===== src/hdl/ffl_defs.svh =====
// constants for the fifo programmable flag logic
`ifndef FFL_DEFS_SVH
`define FFL_DEFS_SVH

`define FFL_DEPTH        32'h0000_4000 // smallest documented depth, words
`define FFL_DATA_W       32'h0000_0048 // width of the parallel output bus

// default offset codes, {load_method_pin, pick_1, pick_0}
`define FFL_PICK_1023    3'h4
`define FFL_PICK_511     3'h2
`define FFL_PICK_255     3'h1
`define FFL_PICK_127     3'h0
`define FFL_PICK_63      3'h3
`define FFL_PICK_31      3'h6
`define FFL_PICK_15      3'h5
`define FFL_PICK_7       3'h7

// default offset values
`define FFL_OFS_1023     32'h0000_03ff
`define FFL_OFS_511      32'h0000_01ff
`define FFL_OFS_255      32'h0000_00ff
`define FFL_OFS_127      32'h0000_007f
`define FFL_OFS_63       32'h0000_003f
`define FFL_OFS_31       32'h0000_001f
`define FFL_OFS_15       32'h0000_000f
`define FFL_OFS_7        32'h0000_0007

// levels of the active-low flags
`define FFL_FLAG_ON      1'h0
`define FFL_FLAG_OFF     1'h1

`endif


===== src/hdl/ffl_pkg.sv =====
// types shared by the fifo programmable flag logic
package ffl_pkg;

    // offset loading method, latched at master reset
    typedef enum logic [1:0] {
        FFL_PARALLEL = 2'h1,
        FFL_SERIAL   = 2'h2
    } ffl_method_t;

    // timing of the almost flags, latched at master reset
    typedef enum logic [1:0] {
        FFL_ASYNC = 2'h1,
        FFL_SYNC  = 2'h2
    } ffl_timing_t;

endpackage : ffl_pkg


===== src/hdl/ffl_ofs_if.sv =====
// interface between the flag logic and its offset store
interface ffl_ofs_if #(
    parameter int OW = 14 // offset width
);
    logic          ce;           // clock enable
    logic          load_default; // master reset: load a default offset
    logic [2:0]    pick;         // default offset code
    logic          ser_mode;     // serial loading selected
    logic          par_wr;       // parallel write strobe
    logic          par_sel;      // 0 empty offset, 1 full offset
    logic [OW-1:0] par_data;     // parallel write value
    logic          ser_shift;    // serial shift strobe
    logic          ser_bit;      // serial data bit
    logic [OW-1:0] empty_ofs;    // stored empty offset n
    logic [OW-1:0] full_ofs;     // stored full offset m

    modport ctl (
        output ce, load_default, pick, ser_mode, par_wr, par_sel, par_data,
        output ser_shift, ser_bit,
        input  empty_ofs, full_ofs
    );
    modport store (
        input  ce, load_default, pick, ser_mode, par_wr, par_sel, par_data,
        input  ser_shift, ser_bit,
        output empty_ofs, full_ofs
    );
endinterface : ffl_ofs_if


===== src/hdl/ffl_flag_top.sv =====
// status flag logic of a fifo with programmable almost-empty and almost-full
`include "ffl_defs.svh"

module ffl_flag_top #(
    parameter int DEPTH = `FFL_DEPTH,  // fifo depth in words
    parameter int DW    = `FFL_DATA_W, // output bus width
    parameter int OW    = $clog2(DEPTH) // offset width
) (
    input  wire logic          sys_clk_in,              // 25 mhz system clock
    input  wire logic          rst_n_in,                // async reset, active low
    input  wire logic          ce_in,                   // clock enable, freezes state
    input  wire logic          master_reset_n_in,       // master reset pin, active low
    input  wire logic          offset_load_select_in,   // load select pin
    input  wire logic          load_method_pin_in,      // default table column
    input  wire logic          default_offset_pick_0_in, // default pick bit 0
    input  wire logic          default_offset_pick_1_in, // default pick bit 1
    input  wire logic          flag_timing_select_in,   // almost flag timing pin
    input  wire logic          wr_tick_in,              // write clock rising edge
    input  wire logic          rd_tick_in,              // read clock rising edge
    input  wire logic          wr_en_in,                // write request
    input  wire logic          rd_en_in,                // read request
    input  wire logic          ofs_wr_in,               // parallel offset write
    input  wire logic          ofs_sel_in,              // 0 empty, 1 full offset
    input  wire logic [OW-1:0] ofs_data_in,             // parallel offset value
    input  wire logic          ser_shift_in,            // serial offset shift
    input  wire logic          ser_bit_in,              // serial offset bit
    input  wire logic          ofs_rd_in,               // offset readback request
    output logic               empty_flag_n_out,        // empty, active low
    output logic               almost_empty_flag_n_out, // almost empty, active low
    output logic               half_full_flag_n_out,    // half full, active low
    output logic               almost_full_flag_n_out,  // almost full, active low
    output logic               full_flag_n_out,         // full, active low
    output logic               wr_accept_out,           // write taken, pulse
    output logic               rd_accept_out,           // read taken, pulse
    output logic [DW-1:0]      data_out_bus_out,        // offset readback data
    output logic               ofs_valid_out,           // readback data valid, pulse
    output logic               serial_mode_out          // serial loading selected
);

    localparam int CW = OW + 1;                     // occupancy width
    localparam logic [CW-1:0] DEPTH_C = CW'(DEPTH); // full count
    localparam logic [CW-1:0] HALF_C  = CW'(DEPTH / 2); // half count

    ffl_ofs_if #(.OW(OW)) ofs ();     // link to the offset store

    ffl_pkg::ffl_method_t method_ff; // latched loading method
    ffl_pkg::ffl_timing_t timing_ff; // latched almost flag timing

    logic [CW-1:0] wptr_ff;          // write pointer
    logic [CW-1:0] rptr_ff;          // read pointer
    logic [CW-1:0] rptr_w1_ff;       // read pointer, first stage on write side
    logic [CW-1:0] rptr_w2_ff;       // read pointer, seen by write side
    logic [CW-1:0] wptr_r1_ff;       // write pointer, first stage on read side
    logic [CW-1:0] wptr_r2_ff;       // write pointer, seen by read side
    logic          empty_n_ff;       // empty flag
    logic          pae_n_ff;         // almost empty flag
    logic          hf_n_ff;          // half full flag
    logic          paf_n_ff;         // almost full flag
    logic          full_n_ff;        // full flag
    logic          wr_acc_ff;        // write accepted
    logic          rd_acc_ff;        // read accepted
    logic [DW-1:0] dout_ff;          // readback data
    logic          dval_ff;          // readback valid

    logic          master_reset;              // master reset active
    logic [CW-1:0] wcnt;             // occupancy seen by the write side
    logic [CW-1:0] rcnt;             // occupancy seen by the read side
    logic          wr_take;          // write taken this cycle
    logic          rd_take;          // read taken this cycle
    logic [CW-1:0] wview;            // write side count after this write
    logic [CW-1:0] rview;            // read side count after this read
    logic          is_sync;          // synchronous almost flag timing

    // occupancy at or above the almost-full threshold
    function automatic logic paf_hit(input logic [CW-1:0] cnt, input logic [OW-1:0] m);
        return cnt >= (DEPTH_C - {1'b0, m});
    endfunction : paf_hit

    // occupancy at or below the almost-empty threshold
    function automatic logic pae_hit(input logic [CW-1:0] cnt, input logic [OW-1:0] n);
        return cnt <= {1'b0, n};
    endfunction : pae_hit

    // occupancy above half the depth
    function automatic logic hf_hit(input logic [CW-1:0] cnt);
        return cnt > HALF_C;
    endfunction : hf_hit

    assign master_reset     = !master_reset_n_in;
    assign is_sync = (timing_ff == ffl_pkg::FFL_SYNC);
    assign wcnt    = wptr_ff - rptr_w2_ff;
    assign rcnt    = wptr_r2_ff - rptr_ff;
    // data moves only with load select high; a full count blocks the write
    assign wr_take = wr_tick_in && wr_en_in && offset_load_select_in
                     && (wcnt != DEPTH_C);
    assign rd_take = rd_tick_in && rd_en_in && offset_load_select_in && (rcnt != '0);
    assign wview   = wcnt + {{(CW-1){1'b0}}, wr_take};
    assign rview   = rcnt - {{(CW-1){1'b0}}, rd_take};

    // offset store hookup
    assign ofs.ce           = ce_in;
    assign ofs.load_default = master_reset;
    assign ofs.pick         = {load_method_pin_in, default_offset_pick_1_in,
                               default_offset_pick_0_in};
    assign ofs.ser_mode     = (method_ff == ffl_pkg::FFL_SERIAL);
    assign ofs.par_wr       = ofs_wr_in && !master_reset;
    assign ofs.par_sel      = ofs_sel_in;
    assign ofs.par_data     = ofs_data_in;
    assign ofs.ser_shift    = ser_shift_in && !master_reset;
    assign ofs.ser_bit      = ser_bit_in;

    ffl_offset_regs #(.OW(OW)) u_ofs (
        .sys_clk_in (sys_clk_in),
        .rst_n_in   (rst_n_in),
        .ofs        (ofs.store)
    );

    // configuration pins are caught while master reset is held
    always_ff @(posedge sys_clk_in or negedge rst_n_in) begin
        if (!rst_n_in) begin
            method_ff <= ffl_pkg::FFL_PARALLEL;
            timing_ff <= ffl_pkg::FFL_ASYNC;
        end else if (ce_in && master_reset) begin
            method_ff <= offset_load_select_in ? ffl_pkg::FFL_SERIAL
                                               : ffl_pkg::FFL_PARALLEL;
            timing_ff <= flag_timing_select_in ? ffl_pkg::FFL_SYNC
                                               : ffl_pkg::FFL_ASYNC;
        end
    end

    // write side: pointer and read pointer copy, moved on write edges
    always_ff @(posedge sys_clk_in or negedge rst_n_in) begin
        if (!rst_n_in) begin
            wptr_ff    <= '0;
            rptr_w1_ff <= '0;
            rptr_w2_ff <= '0;
        end else if (ce_in) begin
            if (master_reset) begin
                wptr_ff    <= '0;
                rptr_w1_ff <= '0;
                rptr_w2_ff <= '0;
            end else if (wr_tick_in) begin
                wptr_ff    <= wptr_ff + {{(CW-1){1'b0}}, wr_take};
                rptr_w1_ff <= rptr_ff;
                rptr_w2_ff <= rptr_w1_ff;
            end
        end
    end

    // read side: pointer and write pointer copy, moved on read edges
    always_ff @(posedge sys_clk_in or negedge rst_n_in) begin
        if (!rst_n_in) begin
            rptr_ff    <= '0;
            wptr_r1_ff <= '0;
            wptr_r2_ff <= '0;
        end else if (ce_in) begin
            if (master_reset) begin
                rptr_ff    <= '0;
                wptr_r1_ff <= '0;
                wptr_r2_ff <= '0;
            end else if (rd_tick_in) begin
                rptr_ff    <= rptr_ff + {{(CW-1){1'b0}}, rd_take};
                wptr_r1_ff <= wptr_ff;
                wptr_r2_ff <= wptr_r1_ff;
            end
        end
    end

    // full on write edges, empty on read edges, half full on either
    always_ff @(posedge sys_clk_in or negedge rst_n_in) begin
        if (!rst_n_in) begin
            full_n_ff  <= `FFL_FLAG_OFF;
            empty_n_ff <= `FFL_FLAG_ON;
            hf_n_ff    <= `FFL_FLAG_OFF;
        end else if (ce_in) begin
            if (master_reset) begin
                full_n_ff  <= `FFL_FLAG_OFF;
                empty_n_ff <= `FFL_FLAG_ON;
                hf_n_ff    <= `FFL_FLAG_OFF;
            end else begin
                if (wr_tick_in) begin
                    full_n_ff <= (wview != DEPTH_C);
                end
                if (rd_tick_in) begin
                    empty_n_ff <= (rview != '0);
                    hf_n_ff    <= !hf_hit(rview);
                end else if (wr_tick_in) begin
                    hf_n_ff    <= !hf_hit(wview);
                end
            end
        end
    end

    // almost full: write edges only when sync, set/clear split when async
    always_ff @(posedge sys_clk_in or negedge rst_n_in) begin
        if (!rst_n_in) begin
            paf_n_ff <= `FFL_FLAG_OFF;
        end else if (ce_in) begin
            if (master_reset) begin
                paf_n_ff <= `FFL_FLAG_OFF;
            end else if (is_sync) begin
                if (wr_tick_in) begin
                    paf_n_ff <= !paf_hit(wview, ofs.full_ofs);
                end
            end else if (wr_tick_in && paf_hit(wview, ofs.full_ofs)) begin
                paf_n_ff <= `FFL_FLAG_ON;
            end else if (rd_tick_in && !paf_hit(rview, ofs.full_ofs)) begin
                paf_n_ff <= `FFL_FLAG_OFF;
            end
        end
    end

    // almost empty: read edges only when sync, set/clear split when async
    always_ff @(posedge sys_clk_in or negedge rst_n_in) begin
        if (!rst_n_in) begin
            pae_n_ff <= `FFL_FLAG_ON;
        end else if (ce_in) begin
            if (master_reset) begin
                pae_n_ff <= `FFL_FLAG_ON;
            end else if (is_sync) begin
                if (rd_tick_in) begin
                    pae_n_ff <= !pae_hit(rview, ofs.empty_ofs);
                end
            end else if (rd_tick_in && pae_hit(rview, ofs.empty_ofs)) begin
                pae_n_ff <= `FFL_FLAG_ON;
            end else if (wr_tick_in && !pae_hit(wview, ofs.empty_ofs)) begin
                pae_n_ff <= `FFL_FLAG_OFF;
            end
        end
    end

    // accept pulses for data transfers
    always_ff @(posedge sys_clk_in or negedge rst_n_in) begin
        if (!rst_n_in) begin
            wr_acc_ff <= 1'h0;
            rd_acc_ff <= 1'h0;
        end else if (ce_in) begin
            wr_acc_ff <= wr_take && !master_reset;
            rd_acc_ff <= rd_take && !master_reset;
        end
    end

    // offsets are read back only over the parallel bus, in either method
    always_ff @(posedge sys_clk_in or negedge rst_n_in) begin
        if (!rst_n_in) begin
            dout_ff <= '0;
            dval_ff <= 1'h0;
        end else if (ce_in) begin
            dval_ff <= ofs_rd_in && !master_reset;
            if (ofs_rd_in && !master_reset) begin
                dout_ff <= DW'(ofs_sel_in ? ofs.full_ofs : ofs.empty_ofs);
            end
        end
    end

    assign empty_flag_n_out        = empty_n_ff;
    assign almost_empty_flag_n_out = pae_n_ff;
    assign half_full_flag_n_out    = hf_n_ff;
    assign almost_full_flag_n_out  = paf_n_ff;
    assign full_flag_n_out         = full_n_ff;
    assign wr_accept_out           = wr_acc_ff;
    assign rd_accept_out           = rd_acc_ff;
    assign data_out_bus_out        = dout_ff;
    assign ofs_valid_out           = dval_ff;
    assign serial_mode_out         = method_ff[1]; // serial code is the only one with bit 1 set
endmodule : ffl_flag_top


===== src/hdl/ffl_offset_regs.sv =====
// empty and full offset registers with default, serial and parallel loading
`include "ffl_defs.svh"

module ffl_offset_regs #(
    parameter int OW = 14 // offset width
) (
    input wire logic sys_clk_in, // system clock
    input wire logic rst_n_in,   // asynchronous reset, active low
    ffl_ofs_if.store ofs         // offset control from the flag logic
);

    logic [OW-1:0] empty_ofs_ff; // empty offset n
    logic [OW-1:0] full_ofs_ff;  // full offset m

    // decode a default offset code into its value
    function automatic logic [OW-1:0] dflt_ofs(input logic [2:0] code);
        logic [31:0] v;
        v = `FFL_OFS_127;
        case (code)
            `FFL_PICK_1023: v = `FFL_OFS_1023;
            `FFL_PICK_511:  v = `FFL_OFS_511;
            `FFL_PICK_255:  v = `FFL_OFS_255;
            `FFL_PICK_127:  v = `FFL_OFS_127;
            `FFL_PICK_63:   v = `FFL_OFS_63;
            `FFL_PICK_31:   v = `FFL_OFS_31;
            `FFL_PICK_15:   v = `FFL_OFS_15;
            `FFL_PICK_7:    v = `FFL_OFS_7;
            default:        v = `FFL_OFS_127;
        endcase
        return v[OW-1:0];
    endfunction : dflt_ofs

    // both offsets take the default at master reset, then load by the method
    always_ff @(posedge sys_clk_in or negedge rst_n_in) begin
        if (!rst_n_in) begin
            empty_ofs_ff <= OW'(`FFL_OFS_127);
            full_ofs_ff  <= OW'(`FFL_OFS_127);
        end else if (ofs.ce) begin
            if (ofs.load_default) begin
                empty_ofs_ff <= dflt_ofs(ofs.pick);
                full_ofs_ff  <= dflt_ofs(ofs.pick);
            end else if (ofs.ser_mode && ofs.ser_shift) begin
                // bits enter the full offset and carry on into the empty one
                {empty_ofs_ff, full_ofs_ff} <= {empty_ofs_ff[OW-2:0], full_ofs_ff, ofs.ser_bit};
            end else if (!ofs.ser_mode && ofs.par_wr) begin
                if (ofs.par_sel) begin
                    full_ofs_ff <= ofs.par_data;
                end else begin
                    empty_ofs_ff <= ofs.par_data;
                end
            end
        end
    end

    assign ofs.empty_ofs = empty_ofs_ff;
    assign ofs.full_ofs  = full_ofs_ff;

endmodule : ffl_offset_regs


===== config.mk =====
export PLATFORM = sky130hd
export DESIGN_NAME = ffl_flag_top
export DESIGN_NICKNAME = d
export VERILOG_FILES = /design/src/hdl/ffl_pkg.sv /design/src/hdl/ffl_ofs_if.sv /design/src/hdl/ffl_flag_top.sv /design/src/hdl/ffl_offset_regs.sv
export VERILOG_INCLUDE_DIRS = /design/src /design/src/hdl
export SDC_FILE = /design/constraint.sdc
export NUM_CORES = 1
export LEC_CHECK = 0
export ABC_AREA = 1
export BUFFER_PORTS_ARGS = -buffer_cell sky130_fd_sc_hd__buf_2
export CORE_MARGIN = 2
export CORE_UTILIZATION = 35
export CTS_CLUSTER_DIAMETER = 50
export DETAILED_ROUTE_END_ITERATION = 6
export GPL_ROUTABILITY_DRIVEN = 0
export PLACE_DENSITY = 0.48
export REMOVE_ABC_BUFFERS = 1
export SLEW_MARGIN = 20
export SYNTH_ARGS = -nofsm -noshare
export SYNTH_HDL_FRONTEND = slang
export SYNTH_SLANG_ARGS = --single-unit
export TNS_END_PERCENT = 10

===== constraint.sdc =====
create_clock -name sys_clk_in -period 11.65 [get_ports sys_clk_in]
set_input_delay 0.5825 -clock sys_clk_in [delete_from_list [all_inputs] [get_ports sys_clk_in]]
set_output_delay 0.5825 -clock sys_clk_in [all_outputs]
set_load 0.005 [all_outputs]

==> results of run 1 <==
==> power groups by stage <==
| stage | Clock (mW) | Combinational [mW] | Sequential [mW] |
|---|---|---|---|
| 2_1_floorplan | 0 | 0.195 | 0.565 |
| 3_3_place_gp | 0 | 0.307 | 0.568 |
| 3_5_place_dp | 0 | 0.307 | 0.569 |
| 4_1_cts | 0.565 | 0.309 | 0.560 |
| 5_1_grt | 0.584 | 0.352 | 0.564 |
| 6_report | 0.551 | 0.308 | 0.560 |
==> per-stage QoR <==
stage	power, mW	cells	instance area [µm²]	util [%]	hold WS, ns
5_1_grt	1.50	1982	12000	39.0	0.253
3_3_place_gp	0.875	1950	11400	37.1	0.448
6_report	1.42	1982	12000	39.0	0.186
2_1_floorplan	0.760	1497	10600	-	0.287
3_5_place_dp	0.875	1950	11400	37.1	0.468
4_1_cts	1.43	1982	12000	39.0	0.241
==> synth_stat cells, types with 17 or more instances <==
| master | count | share of area, % |
|---|---|---|
| sky130_fd_sc_hd__a21oi_1 | 68 | 3.1 |
| sky130_fd_sc_hd__nand3_1 | 92 | 4.2 |
| sky130_fd_sc_hd__o22ai_1 | 44 | 2.5 |
| sky130_fd_sc_hd__inv_1 | 248 | 8.5 |
| sky130_fd_sc_hd__dfstp_2 | 19 | 4.6 |
| sky130_fd_sc_hd__nor2_1 | 87 | 3.0 |
| sky130_fd_sc_hd__xor2_1 | 17 | 1.4 |
| sky130_fd_sc_hd__clkbuf_1 | 28 | 0.96 |
| sky130_fd_sc_hd__o21ai_0 | 133 | 6.1 |
| sky130_fd_sc_hd__nor3_1 | 22 | 1.0 |
| sky130_fd_sc_hd__buf_4 | 59 | 4.0 |
| sky130_fd_sc_hd__nand2_1 | 366 | 13 |
| sky130_fd_sc_hd__dfrtp_1 | 125 | 29 |
| sky130_fd_sc_hd__ha_1 | 98 | 11 |
| sky130_fd_sc_hd__nand4_1 | 27 | 1.5 |
==> flip-flops by register name, indices dropped and copies added (netlist names), 2 cells and up <==
signal / cells
wptr_r2_ff: 15
rptr_w2_ff: 15
wptr_r1_ff: 15
u_ofs.ofs.empty_ofs: 14
rptr_ff: 15
u_ofs.ofs.full_ofs: 14
data_out_bus_out: 14
timing_ff: 2
rptr_w1_ff: 15
method_ff: 2
wptr_ff: 15
==> layer usage <==
layer / wire [µm] / track usage [%] / share of wire, % / vias to the layer above
met3: 959 / 2.90 / 2.9 / 27
met2: 16400 / 36.3 / 50 / 178
met1: 15100 / 26.3 / 46 / 4522
met5: 0 / 0 / 0 / -
li1: - / - / - / 4981
met4: 440 / 4.77 / 1.3 / 0
==> logic make-up after synthesis <==
group           count (synthesis)
simple gates                  633
buf+inv                       346
compound gates                285
flops                         144
fa+ha+maj                     100
xor+xnor                       20
other cells                     1
==> critical path, delay by kind of cell, from the launching register on <==
kind            cells  cell delay, ns
simple gates       27            2.17
fa+ha+maj           5            1.29
buf+inv             6            0.43
xor+xnor            1            0.37
flops               1            0.35
compound gates      2            0.31
==> worst min path at each step <==
| stage | cells after the start | startpoint | to |
|---|---|---|---|
| final | 1 | rst_n_in | data_out_bus_out[3]$_DFFE_PN0P_ |
| after CTS | 1 | rst_n_in | data_out_bus_out[3]$_DFFE_PN0P_ |
| after global routing | 1 | rst_n_in | data_out_bus_out[3]$_DFFE_PN0P_ |
| after detailed placement | 2 | data_out_bus_out[7]$_DFFE_PN0P_ | data_out_bus_out[7]$_DFFE_PN0P_ |
| after floorplan | 0 | rst_n_in | almost_empty_flag_n_out$_DFFE_PN0P_ |
| after global placement | 1 | rptr_ff[6]$_DFFE_PN0P_ | rptr_ff[6]$_DFFE_PN0P_ |
==> placed cells by master (no fill, tap or decap), types with 9 or more instances in the layout <==
cell type / count
sky130_fd_sc_hd__nand2_1: 366
sky130_fd_sc_hd__inv_1: 246
sky130_fd_sc_hd__o21ai_0: 133
sky130_fd_sc_hd__dfrtp_1: 125
sky130_fd_sc_hd__ha_1: 98
sky130_fd_sc_hd__nand3_1: 92
sky130_fd_sc_hd__nor2_1: 87
sky130_fd_sc_hd__a21oi_1: 68
sky130_fd_sc_hd__conb_1: 58
sky130_fd_sc_hd__buf_2: 53
sky130_fd_sc_hd__o22ai_1: 44
sky130_fd_sc_hd__nand4_1: 27
sky130_fd_sc_hd__nor3_1: 22
sky130_fd_sc_hd__dfstp_2: 19
sky130_fd_sc_hd__xor2_1: 17
sky130_fd_sc_hd__clkbuf_16: 17
sky130_fd_sc_hd__a31oi_1: 16
sky130_fd_sc_hd__inv_2: 9
==> cell type report <==
type,count,area share [%]
timing repair buffer,57,2.50
sequential,144,30.3
clock inverter,12,1.05
tap,396,4.14
inverter,257,8.08
clock buffer,20,3.73
multi-input combinational,1096,50.2
==> results_dict.tcl, run 1 <==
set metrics [dict create \
    muxShareOfSynthArea_pct 0 \
    holdCritPathClass "primary input to async pin" \
    floorplan.die_area_mm2 0.0327 \
    timing.critical_path.from "wptr_ff[0]$_DFFE_PN0P_" \
    hold_violations 0 \
    clkSlewWorstSetupHoldPaths_ns 0.07 \
    combinational_family_with_the_most_area_after_synthesis "simple AND/OR/NAND/NOR gates" \
    insertion_delay_ns 0.44 \
    cts.htree.levels 4 \
    maximum_resistive_drop_on_vdd_mv 0.100 \
    inserted_clock_buffers 17 \
    worst-r2r-setup-slack_ns 6.60 \
    final.min_clock_period_ns 5.05 \
    timing.final.ws_setup_ns 6.60 \
    route.detailed.drc 0 \
    final.fill_count 3307 \
    cts-root-buf "sky130_fd_sc_hd__clkbuf_16" \
    synthArstFlopShare_pct 100 \
    count_of_different_cell_masters_after_synthesis 49 \
    end_kind "flip-flop" \
    initial_antenna_violation_count 0 \
    seqCellArea_mm2 0.00363 \
    number_of_detailed_routing_iterations_run_before_antenna_repair 5 \
    achievable-frequency_ghz 0.198 \
    status "finished clean" \
    critical_path.max_stage_delay_ns 0.38 \
    maxSlewHeadroom_pct 36.6 \
    starting_density_of_the_core_pct 35.7 \
    switching_share_pct 33.5 \
    antenna_cells_inserted 0 \
    total_leakage_power_nw 6.47 \
    post_cts_buffers 0 \
    fin_skew_ns 0.00819 \
    global_route.usage.total_pct 20.5 \
    layout.nets 1705 \
    mappedNetlistArea_mm2 0.0109 \
    reg2reg_depth 41 \
    dp_hpwl_um 25500 \
    areaGrowthSynthToFinish_pct 9.37 \
    switching_power_mw 0.475 \
    i_o_pin_count 113 \
    number_of_failing_setup_endpoints_in_the_final_timing_report 0 \
    synth-compound-area-share_pct 14.3 \
    dieWidth_um 181 \
    multi_input_area_mm2 0.00600 \
    clock_power_share_pct 38.9 \
    route.detailed.vias_per_inst 4.90 \
    drt.antenna.violating_nets 0 \
    cts_tree "yes" \
    reg_to_reg_startpoint "wptr_ff[0]$_DFFE_PN0P_" \
    number_of_enable_type_register_cells_in_the_synthesized_netlist 0 \
    rsz0062_at_grt "false" \
    port_buffers 54 \
    crit_slowest_cell "sky130_fd_sc_hd__fa_1" \
    yosys_warnings 0 \
    power.density_mw_per_mm2 119 \
    post_cts.resized_instances 0 \
    power.sequential.fraction_pct 39.4 \
    hold_fix_buffers_cts 0 \
    worst_pin_slew_ns 0.950 \
    cts_max_path_buffers 2 \
    placeableCoreArea_mm2 0.0307 \
    first_global_vias 9376 \
    yosys.area_share.adder_pct 11.6 \
    num_vias 9708 \
    yosysSeqAreaShare_pct 33.2 \
    power.combinational.fraction_pct 21.7 \
    worstSetupPathType "flip-flop to flip-flop" \
    layout-drive-gt1-share_pct 8.76 \
    totalWireLength_um 32900 \
    synth_simple_gate_area_share_pct 25.4 \
    wire_per_inst_um 16.6 \
    synthXorXnorAreaFrac_pct 1.60 \
    clock_sinks 144 \
    syn_inst 1529 \
    reg2reg_to "almost_empty_flag_n_out$_DFFE_PN0P_" \
    maxCapViolations 0 \
    worstSetupEndpoint "almost_empty_flag_n_out$_DFFE_PN0P_" \
    critPathLaunchType "flip-flop" \
    first_pass_grt_wire_length_um 52400 \
    synthesized_area_per_cell_um2 7.16 \
    timing.critical_path.mode_cell "sky130_fd_sc_hd__nand2_1" \
    core.rowCount 64 \
    timing_max_transition_violations_final 0 \
    violation_count_after_the_first_detailed_routing_iteration 682 \
    dominantRegCellSynth "sky130_fd_sc_hd__dfrtp_1" \
    worst_ep_required_time_ns 11.98 \
    crit_fanout 4 \
    worst_ep_arrival_time_ns 5.38 \
    fin_tns_setup_ns 0 \
    preCtsSetupSlack_ns 6.63 \
    maximum_number_of_pins_on_one_net_before_global_route_repair 87 \
    power.internal_mw 0.944 \
    final_global_route_overflow_total 0 \
    chipHeight_um 181 \
    portion_of_the_clock_cycle_consumed_by_the_worst_path_in_the_final_layout_pct 43.3 \
    synth-seq-cells 144 \
]
Power figures use the tool's default switching activity.
==> run 2, diff against run 1 <==
ABC_AREA = 0   (was 1)
clock period = 4.8 ns   (was 11.65 ns; I/O delays follow)
==> run 2 against run 1 <==
  * The run now ends with setup timing left
  * Core utilization up 6.7 points
  * Largest power group is now combinational logic
  * Synthesized area down 2.2%
  * Worst hold slack worse by 0.063 ns
  * Count of clock-buffer cells in the layout down 1
  * Non-clock buffer count up 211
  * Worst setup slack worse by 6.8 ns
  * Clock power up 140%
  * Sequential power rose to 2.5 times the previous value
  * Global-route usage about the same
  * Sequential share of layout area down 4.2 points
==> results_dict.tcl, run 2 <==
set metrics [dict create \
    reg2reg_depth 26 \
    cts.htree.levels 4 \
    worstPathBufferInverterCount 4 \
    dominantRegCellSynth "sky130_fd_sc_hd__dfrtp_1" \
    clock_power_share_pct 31.7 \
    yosys_warnings 0 \
    dieWidth_um 179 \
    port_buffers 54 \
    netlist_top_cells_count "sky130_fd_sc_hd__nand2_1 (161), sky130_fd_sc_hd__dfrtp_1 (125), sky130_fd_sc_hd__o21ai_0 (112)" \
    status "finished with violations" \
    final.min_clock_period_ns 5.00 \
    maxSlewHeadroom_pct 43.7 \
    syn_inst 1234 \
    inserted_clock_buffers 17 \
    hold_path.startpoint "offset_load_select_in" \
    reg_to_reg_startpoint "rptr_ff[0]$_DFFE_PN0P_" \
    floorplan.die_area_mm2 0.0320 \
    hold_violations 0 \
    synth_top_area_cell "sky130_fd_sc_hd__dfrtp_1" \
    cts_max_path_buffers 2 \
    route.detailed.drc 0 \
    final_core_utilization_pct 45.7 \
    worst-r2r-setup-slack_ns -0.20 \
    critPathLaunchType "flip-flop" \
    power.sequential.fraction_pct 33.8 \
    synth-seq-cells 144 \
    power.internal_mw 2.71 \
    power.combinational.fraction_pct 34.5 \
    clock_sinks 144 \
    total_leakage_power_nw 6.75 \
    min_delay_path_depth 2 \
    dp_hpwl_um 24800 \
    switching_power_mw 1.44 \
    layout.cell_area.non_filler_mm2 0.0139 \
    layout-drive-gt1-share_pct 28.6 \
    cts_tree "yes" \
    initial_antenna_violation_count 0 \
    timing.final.ws_setup_ns -0.204 \
    critical_path.max_stage_delay_ns 0.42 \
    first_pass_grt_wire_length_um 50400 \
    i_o_pin_count 113 \
    maximum_number_of_pins_on_one_net_before_global_route_repair 68 \
    number_of_enable_type_register_cells_in_the_synthesized_netlist 0 \
    core.rowCount 64 \
    power.density_mw_per_mm2 299 \
    number_of_detailed_routing_iterations_run_before_antenna_repair 5 \
    wire_per_inst_um 16.9 \
    rsz0062_at_grt "true" \
    yosysSeqAreaShare_pct 33.9 \
    cell_area_after_placement_mm2 0.0125 \
    route.detailed.vias_per_inst 5.00 \
    cpLargestDelayFamily "simple AND/OR/NAND/NOR gates" \
    fin_skew_ns 0.0111 \
    portion_of_the_clock_cycle_consumed_by_the_worst_path_in_the_final_layout_pct 104 \
    areaGrowthSynthToFinish_pct 29.8 \
    mappedNetlistArea_mm2 0.0107 \
    placeableCoreArea_mm2 0.0303 \
    violation_count_after_the_first_detailed_routing_iteration 421 \
    crit_slowest_cell "sky130_fd_sc_hd__dfrtp_1" \
    clkSlewWorstSetupHoldPaths_ns 0.07 \
    timing_max_transition_violations_final 0 \
    reg2reg_to "almost_empty_flag_n_out$_DFFE_PN0P_" \
    mostFrequentLayoutCell "sky130_fd_sc_hd__buf_4" \
    final_global_route_overflow_total 0 \
    top_cells_by_area_in_the_synthesized_netlist "sky130_fd_sc_hd__dfrtp_1 (29%), sky130_fd_sc_hd__ha_1 (11%), sky130_fd_sc_hd__nand2_1 (5.7%)" \
    chipHeight_um 179 \
    hold-path-endpoint "method_ff[0]$_DFFE_PN1P_" \
    worst_pin_slew_ns 0.843 \
    end_kind "flip-flop" \
    drt.antenna.violating_nets 0 \
    antenna_cells_inserted 0 \
    synth_most_common_cell "sky130_fd_sc_hd__nand2_1" \
    violations "setup timing" \
    starting_density_of_the_core_pct 35.2 \
    synth_largest_type_area_fraction_pct 29.2 \
    count_of_different_cell_masters_after_synthesis 88 \
    insertion_delay_ns 0.43 \
    layout.nets 1613 \
    switching_share_pct 34.8 \
    maximum_resistive_drop_on_vdd_mv 0.250 \
    final_cell_mix "sky130_fd_sc_hd__buf_4 (211), sky130_fd_sc_hd__nand2_1 (160), sky130_fd_sc_hd__dfrtp_1 (125)" \
    cts-root-buf "sky130_fd_sc_hd__clkbuf_16" \
    first_global_vias 9324 \
    holdCritPathClass "primary input to flip-flop" \
    number_of_failing_setup_endpoints_in_the_final_timing_report 2 \
    worst_ep_arrival_time_ns 5.30 \
    num_vias 9444 \
    synthArstFlopShare_pct 100 \
    achievable-frequency_ghz 0.200 \
    maxCapViolations 0 \
    worst_ep_required_time_ns 5.10 \
    global_route.usage.total_pct 20.5 \
    totalWireLength_um 31900 \
    crit_fanout 4 \
    synthesized_area_per_cell_um2 8.67 \
    worstSetupPathType "flip-flop to flip-flop" \
]
## run 2: changes by cell type in the layout (fill, tap and decap cells not counted), sizes merged, moves of 14 or more
cell   change
mux2i     +16
inv      -180
nand3     -64
xor2      +14
o22ai     -37
nor2b     +17
xnor2     +38
a22o      +32
o21ai     -16
buf      +209
nand2    -209
## run 2: cell families (layout without fill, tap and decap cells)
kind of cell / Yosys count / count (layout) / synth area share [%]
compound gates: 322 / 322 / 19.6
simple gates: 408 / 408 / 18.5
other cells: 1 / 58 / 0.0351
buf+inv: 171 / 374 / 8.13
xor+xnor: 72 / 72 / 6.49
fa+ha+maj: 100 / 100 / 11.8
mux: 16 / 16 / 1.50
flops: 144 / 144 / 33.9
## run 2: timing repair
action / in CTS / in global routing
gates resized for setup: 57 / 47
buffers inserted: 18 / 8
setup endpoints to repair: 4 / 5
pin swaps: 42 / 44
endpoints found under the hold margin: 49 / 0
hold buffers: 2 / 0
## run 2: per-stage QoR
step	std cells	power [mW]	hold slack (ns)	setup slack [ns]	TNS [ns]
finish	1890	4.15	0.123	-0.204	-0.405
global route	1890	4.42	0.101	-0.461	-1.05
CTS	1882	4.08	0.0992	-0.187	-0.371
detailed placement	1830	2.65	0.298	-0.570	-1.15
global placement	1830	2.64	0.302	-0.363	-0.723
floorplan	1194	2.11	-0.0556	-0.211	-0.370
## run 2: worst max path at each step
stage | cells past startpoint | slack (ns) | to | from
finish | 26 | -0.20 | almost_empty_flag_n_out$_DFFE_PN0P_ | rptr_ff[0]$_DFFE_PN0P_
global route | 26 | -0.46 | almost_empty_flag_n_out$_DFFE_PN0P_ | rptr_ff[0]$_DFFE_PN0P_
CTS | 26 | -0.19 | almost_empty_flag_n_out$_DFFE_PN0P_ | rptr_ff[0]$_DFFE_PN0P_
detailed placement | 26 | -0.57 | almost_full_flag_n_out$_DFFE_PN1P_ | rptr_ff[0]$_DFFE_PN0P_
global placement | 23 | -0.36 | almost_full_flag_n_out$_DFFE_PN1P_ | rptr_ff[0]$_DFFE_PN0P_
floorplan | 24 | -0.21 | almost_empty_flag_n_out$_DFFE_PN0P_ | wptr_ff[0]$_DFFE_PN0P_
## run 2: routing by layer
metal / GRT usage (%) / up-vias / wire length [µm]
met4: 7.76 / 0 / 977
met2: 35.5 / 173 / 15700
met1: 25.8 / 4488 / 14300
li1: - / 4742 / -
met5: 0 / - / 0
met3: 2.80 / 41 / 834
## run 2: cell type report
type	count	area (µm²)
timing repair buffer	268	1890
fill	2996	16500
sequential	144	3630
clock inverter	13	116
inverter	74	280
multi-input combinational	976	7020
clock buffer	19	453
tap	396	495
## run 2: power groups by stage
stage                     Sequential [mW]  Combinational (mW)  Clock [mW]
after global routing                 1.42                1.60        1.41
after global placement               1.42                1.22           0
after detailed placement             1.43                1.23           0
after CTS                            1.40                1.33        1.35
after floorplan                      1.40               0.718           0
final                                1.40                1.43        1.32
